`src/ascs_cfg.svh`:
```
`ifndef ASCS_CFG_SVH
`define ASCS_CFG_SVH
// register addresses within the internal register area
`define ASCS_ADDR_RATE_MODE   5'h10
`define ASCS_ADDR_CTRL_STATUS 5'h11
`define ASCS_ADDR_RX_DATA     5'h12
`define ASCS_ADDR_TX_DATA     5'h13
// control/status field positions
`define ASCS_BIT_WAKE   0
`define ASCS_BIT_TXON   1
`define ASCS_BIT_TXIE   2
`define ASCS_BIT_RXON   3
`define ASCS_BIT_RXIE   4
`define ASCS_BIT_TX_HOLDING_EMPTY   5
`define ASCS_BIT_RERR   6
`define ASCS_BIT_RFULL  7
`define ASCS_CS_RESET   8'h20
`define ASCS_CS_WMASK   8'h1f
`define ASCS_RM_RESET   4'h0
// internal dividers, in clocks per eighth of a bit
`define ASCS_DIV8_0     12'h002
`define ASCS_DIV8_1     12'h010
`define ASCS_DIV8_2     12'h080
`define ASCS_DIV8_3     12'h200
`define ASCS_PREAMBLE   4'h9
`define ASCS_IDLE_ONES  4'ha
`define ASCS_FRAME_BITS 4'ha
`define ASCS_FIFO_DEPTH 4
`endif

```
`src/ascs_pkg.sv`:
```
package ascs_pkg;
    typedef struct packed {
        logic       wr;
        logic       rd;
        logic [4:0] addr;
        logic [7:0] wdata;
    } ascs_bus_t;
    typedef struct packed {
        logic clk_out;
        logic clk_oe;
        logic txd;
        logic txd_oe;
    } ascs_pins_t;
    typedef enum logic [1:0] {
        ASCS_TX_IDLE = 2'b00,
        ASCS_TX_PRE  = 2'b01,
        ASCS_TX_SEND = 2'b10
    } ascs_tx_t;
    typedef enum logic [1:0] {
        ASCS_RX_IDLE  = 2'b00,
        ASCS_RX_START = 2'b01,
        ASCS_RX_DATA  = 2'b10
    } ascs_rx_t;
endpackage

```
`src/ascs_fifo.sv`:
```
`timescale 1ns/1ps
`default_nettype none
module ascs_fifo #(
    parameter int WIDTH = 8,
    parameter int DEPTH = 4
) (
    // clock and reset
    input  wire logic             clk,
    input  wire logic             sys_rst,
    // fill side
    input  wire logic             in_valid,
    output logic                  in_ready,
    input  wire logic [WIDTH-1:0] in_data,
    // drain side
    output logic                  out_valid,
    input  wire logic             out_ready,
    output logic      [WIDTH-1:0] out_data
);
    localparam int AW = $clog2(DEPTH);
    logic [WIDTH-1:0] mem [DEPTH];
    logic [AW-1:0]    wp;
    logic [AW-1:0]    rp;
    logic [AW:0]      cnt;
    logic [AW-1:0]    next_wp;
    logic [AW-1:0]    next_rp;
    logic [AW:0]      next_cnt;
    logic             push;
    logic             pop;
    // honest flags straight from the count
    assign in_ready  = (cnt != DEPTH[AW:0]);
    assign out_valid = (cnt != '0);
    assign out_data  = mem[rp];
    assign push      = in_valid && in_ready;
    assign pop       = out_valid && out_ready;
    // pointer and count update
    always_comb begin
        next_wp  = push ? wp + 1'b1 : wp;
        next_rp  = pop ? rp + 1'b1 : rp;
        next_cnt = cnt + {{AW{1'b0}}, push} - {{AW{1'b0}}, pop};
    end
    always_ff @(posedge clk) begin
        if (sys_rst) begin
            wp  <= '0;
            rp  <= '0;
            cnt <= '0;
        end else begin
            wp  <= next_wp;
            rp  <= next_rp;
            cnt <= next_cnt;
        end
    end
    // storage needs no reset, it is gated by the count
    always_ff @(posedge clk) begin
        if (push) begin
            mem[wp] <= in_data;
        end
    end
endmodule
`default_nettype wire

```
`src/ascs_top.sv`:
```
`timescale 1ns/1ps
`default_nettype none
`include "ascs_cfg.svh"
module ascs_top (
    // clock and reset
    input  wire logic            clk,
    input  wire logic            sys_rst,
    // internal register bus
    input  wire ascs_pkg::ascs_bus_t bus,
    output logic           [7:0] rdata,
    // port 2 lines
    input  wire logic            p2_rxd,
    input  wire logic            p2_clk_in,
    output ascs_pkg::ascs_pins_t pins,
    // shared interrupt line
    output logic                 periph_irq_line
);
    import ascs_pkg::*;
    logic [7:0] cs;
    logic [3:0] rm;
    logic [7:0] rx_data;
    logic       armed;
    logic [7:0] next_cs;
    logic [3:0] next_rm;
    logic [7:0] next_rx_data;
    logic       next_armed;
    logic [7:0] next_rdata;
    logic       next_irq;
    ascs_pins_t next_pins;
    // two-flop synchronisers for pin inputs
    logic [1:0] rxd_s;
    logic [1:0] eck_s;
    logic       eck_d;
    // tick generation
    logic [11:0] div;
    logic [11:0] next_div;
    logic [2:0]  sub;
    logic [2:0]  next_sub;
    logic        tick8;
    logic        bit_tick;
    logic [11:0] div_lim;
    // transmitter
    ascs_tx_t   tx_st;
    ascs_tx_t   next_tx_st;
    logic [8:0] tx_sh;
    logic [8:0] next_tx_sh;
    logic [3:0] tx_cnt;
    logic [3:0] next_tx_cnt;
    logic       fifo_out_valid;
    logic       fifo_in_ready;
    logic [7:0] fifo_out_data;
    logic       tx_take;
    // receiver
    ascs_rx_t   rx_st;
    ascs_rx_t   next_rx_st;
    logic [2:0] rx_ph;
    logic [2:0] next_rx_ph;
    logic [3:0] rx_cnt;
    logic [3:0] next_rx_cnt;
    logic [7:0] rx_sh;
    logic [7:0] next_rx_sh;
    logic [3:0] ones;
    logic [3:0] next_ones;
    logic       rx_in;
    logic       rx_done_ok;
    logic       rx_done_bad;
    logic       wr_tx;
    logic       rd_cs;
    logic       rd_rx;

    assign wr_tx = bus.wr && bus.addr == `ASCS_ADDR_TX_DATA;
    assign rd_cs = bus.rd && bus.addr == `ASCS_ADDR_CTRL_STATUS;
    assign rd_rx = bus.rd && bus.addr == `ASCS_ADDR_RX_DATA;

    // pin synchronisers, only the second stage is read
    always_ff @(posedge clk) begin
        if (sys_rst) begin
            rxd_s <= 2'h3;
            eck_s <= 2'h0;
            eck_d <= 1'b0;
        end else begin
            rxd_s <= {rxd_s[0], p2_rxd};
            eck_s <= {eck_s[0], p2_clk_in};
            eck_d <= eck_s[1];
        end
    end
    // line 3 reaches the receiver only while rx on, else idle high
    assign rx_in = cs[`ASCS_BIT_RXON] ? rxd_s[1] : 1'b1;

    // divider table; each entry is a clock count per eighth of a bit
    always_comb begin
        case (rm[1:0])
            2'b00:   div_lim = `ASCS_DIV8_0;
            2'b01:   div_lim = `ASCS_DIV8_1;
            2'b10:   div_lim = `ASCS_DIV8_2;
            default: div_lim = `ASCS_DIV8_3;
        endcase
    end
    // one shared x8 tick keeps both directions on the same rate
    always_comb begin
        next_div = div;
        tick8    = 1'b0;
        if (rm[3:2] == 2'b11) begin
            tick8 = eck_s[1] && !eck_d;
        end else if (rm[3:2] != 2'b00) begin
            if (div == div_lim - 12'h001) begin
                next_div = 12'h000;
                tick8    = 1'b1;
            end else begin
                next_div = div + 12'h001;
            end
        end
        next_sub = tick8 ? sub + 3'h1 : sub;
        bit_tick = tick8 && sub == 3'h7;
    end
    always_ff @(posedge clk) begin
        if (sys_rst) begin
            div <= 12'h000;
            sub <= 3'h0;
        end else begin
            div <= next_div;
            sub <= next_sub;
        end
    end

    // transmitter; data writes to a full fifo are dropped
    assign tx_take = bit_tick && tx_st == ASCS_TX_IDLE && tx_cnt == 4'h0
                     && fifo_out_valid;
    always_comb begin
        next_tx_st  = tx_st;
        next_tx_sh  = tx_sh;
        next_tx_cnt = tx_cnt;
        if (!cs[`ASCS_BIT_TXON]) begin
            next_tx_st  = ASCS_TX_PRE;
            next_tx_cnt = `ASCS_PREAMBLE;
            next_tx_sh  = 9'h1ff;
        end else if (bit_tick) begin
            case (tx_st)
                ASCS_TX_PRE: begin
                    next_tx_cnt = tx_cnt - 4'h1;
                    if (tx_cnt == 4'h1) begin
                        next_tx_st = ASCS_TX_IDLE;
                    end
                end
                ASCS_TX_IDLE: begin
                    next_tx_cnt = 4'h0;
                    if (fifo_out_valid) begin
                        next_tx_sh  = {fifo_out_data, 1'b0};
                        next_tx_cnt = `ASCS_FRAME_BITS - 4'h1;
                        next_tx_st  = ASCS_TX_SEND;
                    end
                end
                ASCS_TX_SEND: begin
                    next_tx_sh  = {1'b1, tx_sh[8:1]};
                    next_tx_cnt = tx_cnt - 4'h1;
                    if (tx_cnt == 4'h1) begin
                        next_tx_st = ASCS_TX_IDLE;
                    end
                end
                default: next_tx_st = ASCS_TX_PRE;
            endcase
        end
    end
    always_ff @(posedge clk) begin
        if (sys_rst) begin
            tx_st  <= ASCS_TX_PRE;
            tx_sh  <= 9'h1ff;
            tx_cnt <= `ASCS_PREAMBLE;
        end else begin
            tx_st  <= next_tx_st;
            tx_sh  <= next_tx_sh;
            tx_cnt <= next_tx_cnt;
        end
    end
    ascs_fifo #(.WIDTH(8), .DEPTH(`ASCS_FIFO_DEPTH)) u_fifo (
        .clk       (clk),
        .sys_rst   (sys_rst),
        .in_valid  (wr_tx),
        .in_ready  (fifo_in_ready),
        .in_data   (bus.wdata),
        .out_valid (fifo_out_valid),
        .out_ready (tx_take),
        .out_data  (fifo_out_data)
    );

    // receiver: start found on first zero, sampled at sub-phase 4
    always_comb begin
        next_rx_st  = rx_st;
        next_rx_ph  = rx_ph;
        next_rx_cnt = rx_cnt;
        next_rx_sh  = rx_sh;
        next_ones   = ones;
        rx_done_ok  = 1'b0;
        rx_done_bad = 1'b0;
        if (tick8) begin
            next_rx_ph = rx_ph + 3'h1;
            case (rx_st)
                ASCS_RX_IDLE: begin
                    if (!rx_in) begin
                        next_rx_st = ASCS_RX_START;
                        next_rx_ph = 3'h1;
                    end
                end
                ASCS_RX_START: begin
                    // fourth eighth after the first zero is near the bit centre
                    if (rx_ph == 3'h4) begin
                        next_rx_st  = rx_in ? ASCS_RX_IDLE : ASCS_RX_DATA;
                        next_rx_cnt = 4'h0;
                    end
                end
                ASCS_RX_DATA: begin
                    if (rx_ph == 3'h4) begin
                        next_rx_cnt = rx_cnt + 4'h1;
                        if (rx_cnt == 4'h8) begin
                            next_rx_st  = ASCS_RX_IDLE;
                            rx_done_ok  = rx_in;
                            rx_done_bad = !rx_in;
                        end else begin
                            next_rx_sh = {rx_in, rx_sh[7:1]};
                        end
                    end
                end
                default: next_rx_st = ASCS_RX_IDLE;
            endcase
        end
        // idle detector counts ones sampled once per bit, on bit_tick
        if (bit_tick) begin
            next_ones = !rx_in ? 4'h0 :
                        (ones == `ASCS_IDLE_ONES) ? ones : ones + 4'h1;
        end
        // restart the count on a status write; wake written while ones already reads ten is still cleared at once
        if (bus.wr && bus.addr == `ASCS_ADDR_CTRL_STATUS) begin
            next_ones = 4'h0;
        end
    end
    always_ff @(posedge clk) begin
        if (sys_rst) begin
            rx_st  <= ASCS_RX_IDLE;
            rx_ph  <= 3'h0;
            rx_cnt <= 4'h0;
            rx_sh  <= 8'h00;
            ones   <= 4'h0;
        end else begin
            rx_st  <= next_rx_st;
            rx_ph  <= next_rx_ph;
            rx_cnt <= next_rx_cnt;
            rx_sh  <= next_rx_sh;
            ones   <= next_ones;
        end
    end

    // registers; hardware sets win over the read-sequence clears
    always_comb begin
        next_cs      = cs;
        next_rm      = rm;
        next_rx_data = rx_data;
        next_armed   = armed;
        if (rd_cs) begin
            next_armed = 1'b1;
        end
        if (bus.wr && bus.addr == `ASCS_ADDR_CTRL_STATUS) begin
            next_cs = (cs & ~`ASCS_CS_WMASK) | (bus.wdata & `ASCS_CS_WMASK);
        end
        if (bus.wr && bus.addr == `ASCS_ADDR_RATE_MODE) begin
            next_rm = bus.wdata[3:0];
        end
        if (wr_tx && armed) begin
            next_cs[`ASCS_BIT_TX_HOLDING_EMPTY] = 1'b0;
            next_armed = 1'b0;
        end
        if (rd_rx && armed) begin
            next_cs[`ASCS_BIT_RFULL] = 1'b0;
            next_cs[`ASCS_BIT_RERR]  = 1'b0;
            next_armed = 1'b0;
        end
        if (tx_take) begin
            next_cs[`ASCS_BIT_TX_HOLDING_EMPTY] = 1'b1;
        end
        if (rx_done_ok) begin
            next_rx_data = rx_sh;
            next_cs[`ASCS_BIT_RFULL] = 1'b1;
            if (cs[`ASCS_BIT_RFULL]) begin
                next_cs[`ASCS_BIT_RERR] = 1'b1;
            end
        end
        if (rx_done_bad) begin
            next_cs[`ASCS_BIT_RERR] = 1'b1;
        end
        if (ones == `ASCS_IDLE_ONES || !next_cs[`ASCS_BIT_RXON]) begin
            next_cs[`ASCS_BIT_WAKE] = 1'b0;
        end
    end
    always_ff @(posedge clk) begin
        if (sys_rst) begin
            cs      <= `ASCS_CS_RESET;
            rm      <= `ASCS_RM_RESET;
            rx_data <= 8'h00;
            armed   <= 1'b0;
        end else begin
            cs      <= next_cs;
            rm      <= next_rm;
            rx_data <= next_rx_data;
            armed   <= next_armed;
        end
    end

    // registered read data, interrupt and pins
    always_comb begin
        case (bus.addr)
            `ASCS_ADDR_CTRL_STATUS: next_rdata = next_cs;
            `ASCS_ADDR_RX_DATA:     next_rdata = next_rx_data;
            default:                next_rdata = 8'h00; // write-only reads zero
        endcase
        next_irq = (next_cs[`ASCS_BIT_TXIE] && next_cs[`ASCS_BIT_TX_HOLDING_EMPTY])
                   || (next_cs[`ASCS_BIT_RXIE] && !next_cs[`ASCS_BIT_WAKE]
                       && (next_cs[`ASCS_BIT_RFULL] || next_cs[`ASCS_BIT_RERR]));
        next_pins.txd     = next_tx_sh[0] || next_tx_st != ASCS_TX_SEND;
        next_pins.txd_oe  = next_cs[`ASCS_BIT_TXON];
        next_pins.clk_oe  = next_rm[3:2] == 2'b10;
        // rising edge at mid-bit
        next_pins.clk_out = next_sub[2];
    end
    always_ff @(posedge clk) begin
        if (sys_rst) begin
            rdata           <= 8'h00;
            periph_irq_line <= 1'b0;
            pins            <= '{clk_out: 1'b0, clk_oe: 1'b0, txd: 1'b1, txd_oe: 1'b0};
        end else begin
            rdata           <= next_rdata;
            periph_irq_line <= next_irq;
            pins            <= next_pins;
        end
    end
endmodule
`default_nettype wire

```
`config.mk`:
```
export PLATFORM = sky130hd
export DESIGN_NAME = ascs_top
export DESIGN_NICKNAME = d
export VERILOG_FILES = /design/src/ascs_pkg.sv /design/src/ascs_fifo.sv /design/src/ascs_top.sv
export VERILOG_INCLUDE_DIRS = /design/src /design/src/src
export SDC_FILE = /design/constraint.sdc
export NUM_CORES = 1
export LEC_CHECK = 0
export ABC_AREA = 1
export ABC_CLOCK_PERIOD_IN_PS = 3400
export BUFFER_PORTS_ARGS = -buffer_cell sky130_fd_sc_hd__clkbuf_2
export CAP_MARGIN = 20
export CORE_UTILIZATION = 30
export DETAILED_ROUTE_END_ITERATION = 8
export GPL_ROUTABILITY_DRIVEN = 0
export GPL_TIMING_DRIVEN = 0
export PLACE_DENSITY = 0.56
export SKIP_CTS_REPAIR_TIMING = 1
export SLEW_MARGIN = 10
export SYNTH_ARGS = -nofsm -noshare
export SYNTH_HDL_FRONTEND = slang
export SYNTH_SLANG_ARGS = --single-unit
```
`constraint.sdc`:
```
create_clock -name clk -period 3.4 [get_ports clk]
set_input_delay 0.17 -clock clk [delete_from_list [all_inputs] [get_ports clk]]
set_output_delay 0.17 -clock clk [all_outputs]
set_load 0.005 [all_outputs]
```
==> reports/qor.yml <==
status: "completed"
ir_worst_vdd_mv: 0.303
cts_tree: "done"
grt_start_max_net_pins: 17
grt_pass1_wl_um: 22300
avgSynthCellArea_um2: 7.96
synth.distinct_cells: 41
worstMarginPinSlew_ps: 774
areaGrowthSynthToFinish_pct: 19.5
endpoint: "u_fifo.cnt[2]"
vias_per_cell: 4.45
fin_setup_tns_ps: 0
portBuffers: 31
dpl-instance-area_um2: 6390
grt_pass1_vias: 4433
drive_above_1_share_pct: 11.5
finalInstanceArea_um2: 7060
rsz0062_at_grt: "no"
fin_crit_sh_pct: 87.4
fp-row-count: 50
fin_skew_ps: 8.67
crit_type: "reg2reg"
multiInputGateArea_um2: 2550
core_area_um2: 19000
wl_per_cell_um: 12.5
max_freq_mhz: 337
slew_headroom_pct: 48.2
layout.cells.most_common_list: "nand2_1 (148), nor2_1 (117), dfxtp_1 (97)"
worst-r2r-cell-count: 13
ff_latch_area_um2: 2900
crit_path_start_kind: "flop"
die-area_um2: 20300
final_common_cell: "nand2_1"
critPathLaunch: "tx_st[1]"
vias: 4766
r2r-end: "u_fifo.cnt[2]"
timing.final.max_slew_violations: 0
r2r_slack_ps: 430
clk_latency_ps: 420
firstDrtPassIters: 5
cp.required_ps: 3740
hold_ws_ps: 47.2
synth.ff_latch_count: 129
antennaDiodeCount: 0
hold_path_class: "in2reg"
synth-warning-count: 0
min_delay_path_depth: 1
syn_inst: 742
antenna_found_initial: 0
synth-seq-area-share_pct: 49.1
root_buffer: "clkbuf_16"
critPathMaxFanout: 10
maxCapViolCount: 0
endpoint_kind: "flop"
numCtsBuffers: 17
period_minus_slack_ps: 2970
synthesis.nets: 785
htreeDepth: 4
leakagePower_nw: 3.02
hold_viol: 0
setup_viol: 0
ant_nets: 0
final_util_pct: 37.1
cp.arrival_ps: 3310
layout.nets: 840
fin_ws_ps: 429
drt-initial-drc-count: 325
num-fill-cells: 2047
dp_hpwl_um: 9530
drc: 0
cts_sinks: 129
syn-cell-area_um2: 5910
power.density_nw_per_um2: 505
grt_remaining_overflow: 0
fp.dieH_um: 142
die_x_um: 142
io_pins: 32
dp_slack_ps: 427
clk_pin_slew_ps: 60
start_util_pct: 31.1
clock_path_buffers: 2
routed_wl_um: 13400
track_usage_pct: 14.5
worstReg2RegStart: "tx_st[1]"
-- per-stage QoR --
stage	power, mW	instances
after CTS	3.60	1065
after floorplan	1.65	742
after global placement	1.68	1033
after detailed placement	1.68	1033
after global routing	3.69	1070
final	3.56	1070
-- per-layer routing --
| layer | wire (µm) | part of all wire, % | vias up | track usage [%] |
|---|---|---|---|---|
| li1 | - | - | 2519 | - |
| met1 | 6650 | 50 | 2173 | 18.9 |
| met2 | 6200 | 46 | 61 | 22.7 |
| met3 | 373 | 2.8 | 13 | 3.33 |
| met4 | 191 | 1.4 | 0 | 6.40 |
| met5 | 0 | 0 | - | 0 |
-- cells in the mapped netlist (all sizes together) --
master / n / area share [%]
o21bai: 1 / 0.13
or2: 10 / 1.1
xnor2: 6 / 0.89
o211ai: 4 / 0.51
clkinv: 1 / 0.063
o31ai: 4 / 0.51
nand3: 63 / 5.5
a21boi: 2 / 0.25
and3: 1 / 0.11
inv: 88 / 5.6
dfxtp: 97 / 33
nor4: 3 / 0.32
o21ai: 33 / 2.8
nor2: 121 / 7.9
a211oi: 2 / 0.25
a21oi: 36 / 3.0
nor3b: 1 / 0.13
o21a: 2 / 0.25
fa: 1 / 0.34
nand3b: 2 / 0.25
clkbuf: 12 / 0.76
buf: 10 / 1.2
nand2: 151 / 9.8
ha: 23 / 4.9
a31oi: 2 / 0.21
nand4: 14 / 1.8
xor2: 9 / 1.3
edfxtp: 32 / 16
nor3: 10 / 0.85
o22ai: 1 / 0.11
-- final cells by class --
type,instances,share of cell area (%)
Sequential cell,129,41.1
Clock buffer,20,6.64
Buffer,22,1.68
Inverter,89,4.73
Clock inverter,12,2.18
Multi-Input combinational cell,502,36.2
Tap cell,260,4.61
Timing Repair Buffer,36,2.91
-- power breakdown --
group / internal, mW / switching (mW)
clock: 1.22 / 0.691
sequential: 1.58 / 0.00322
combinational: 0.0225 / 0.0493
-- state kept, by name, indices dropped and copies added (netlist names), 2 cells and up, named ones only --
name        cells
u_fifo.mem     32
div            12
tx_sh           9
cs              8
rdata           8
rx_data         8
rx_sh           8
ones            4
rm              4
rx_cnt          4
tx_cnt          4
rx_ph           3
sub             3
u_fifo.cnt      3
eck_s           2
pins            2
rx_st           2
rxd_s           2
tx_st           2
u_fifo.rp       2
u_fifo.wp       2
-- worst max-delay path: stages, from the launching register on --
cell and delay, ps:
dfxtp_1 330, inv_1 100, ha_1 150, clkbuf_1 360, nand2_1 280, nor2_1 180
nand3_2 150, inv_1 150, ha_1 150, inv_1 40, ha_1 190, fa_1 410
or2_2 300, a21oi_1 120
-- worst min path at each step --
stage / slack (ps) / end / from
2_1_floorplan: 260 / cs[4] / sys_rst
3_3_place_gp: 380 / eck_s[0] / p2_clk_in
3_5_place_dp: 390 / eck_s[0] / p2_clk_in
4_1_cts: -70 / eck_s[0] / p2_clk_in
5_1_grt: 40 / u_fifo.mem[0][1] / bus[1]
6_report: 50 / u_fifo.mem[0][4] / bus[4]
-- logic make-up after synthesis --
group	synth area share (%)
flops	49.1
simple gates	27.7
xor+xnor	2.22
fa+ha+maj	5.21
compound gates	8.07
buf+inv	7.66
Power figures use the tool's default switching activity.
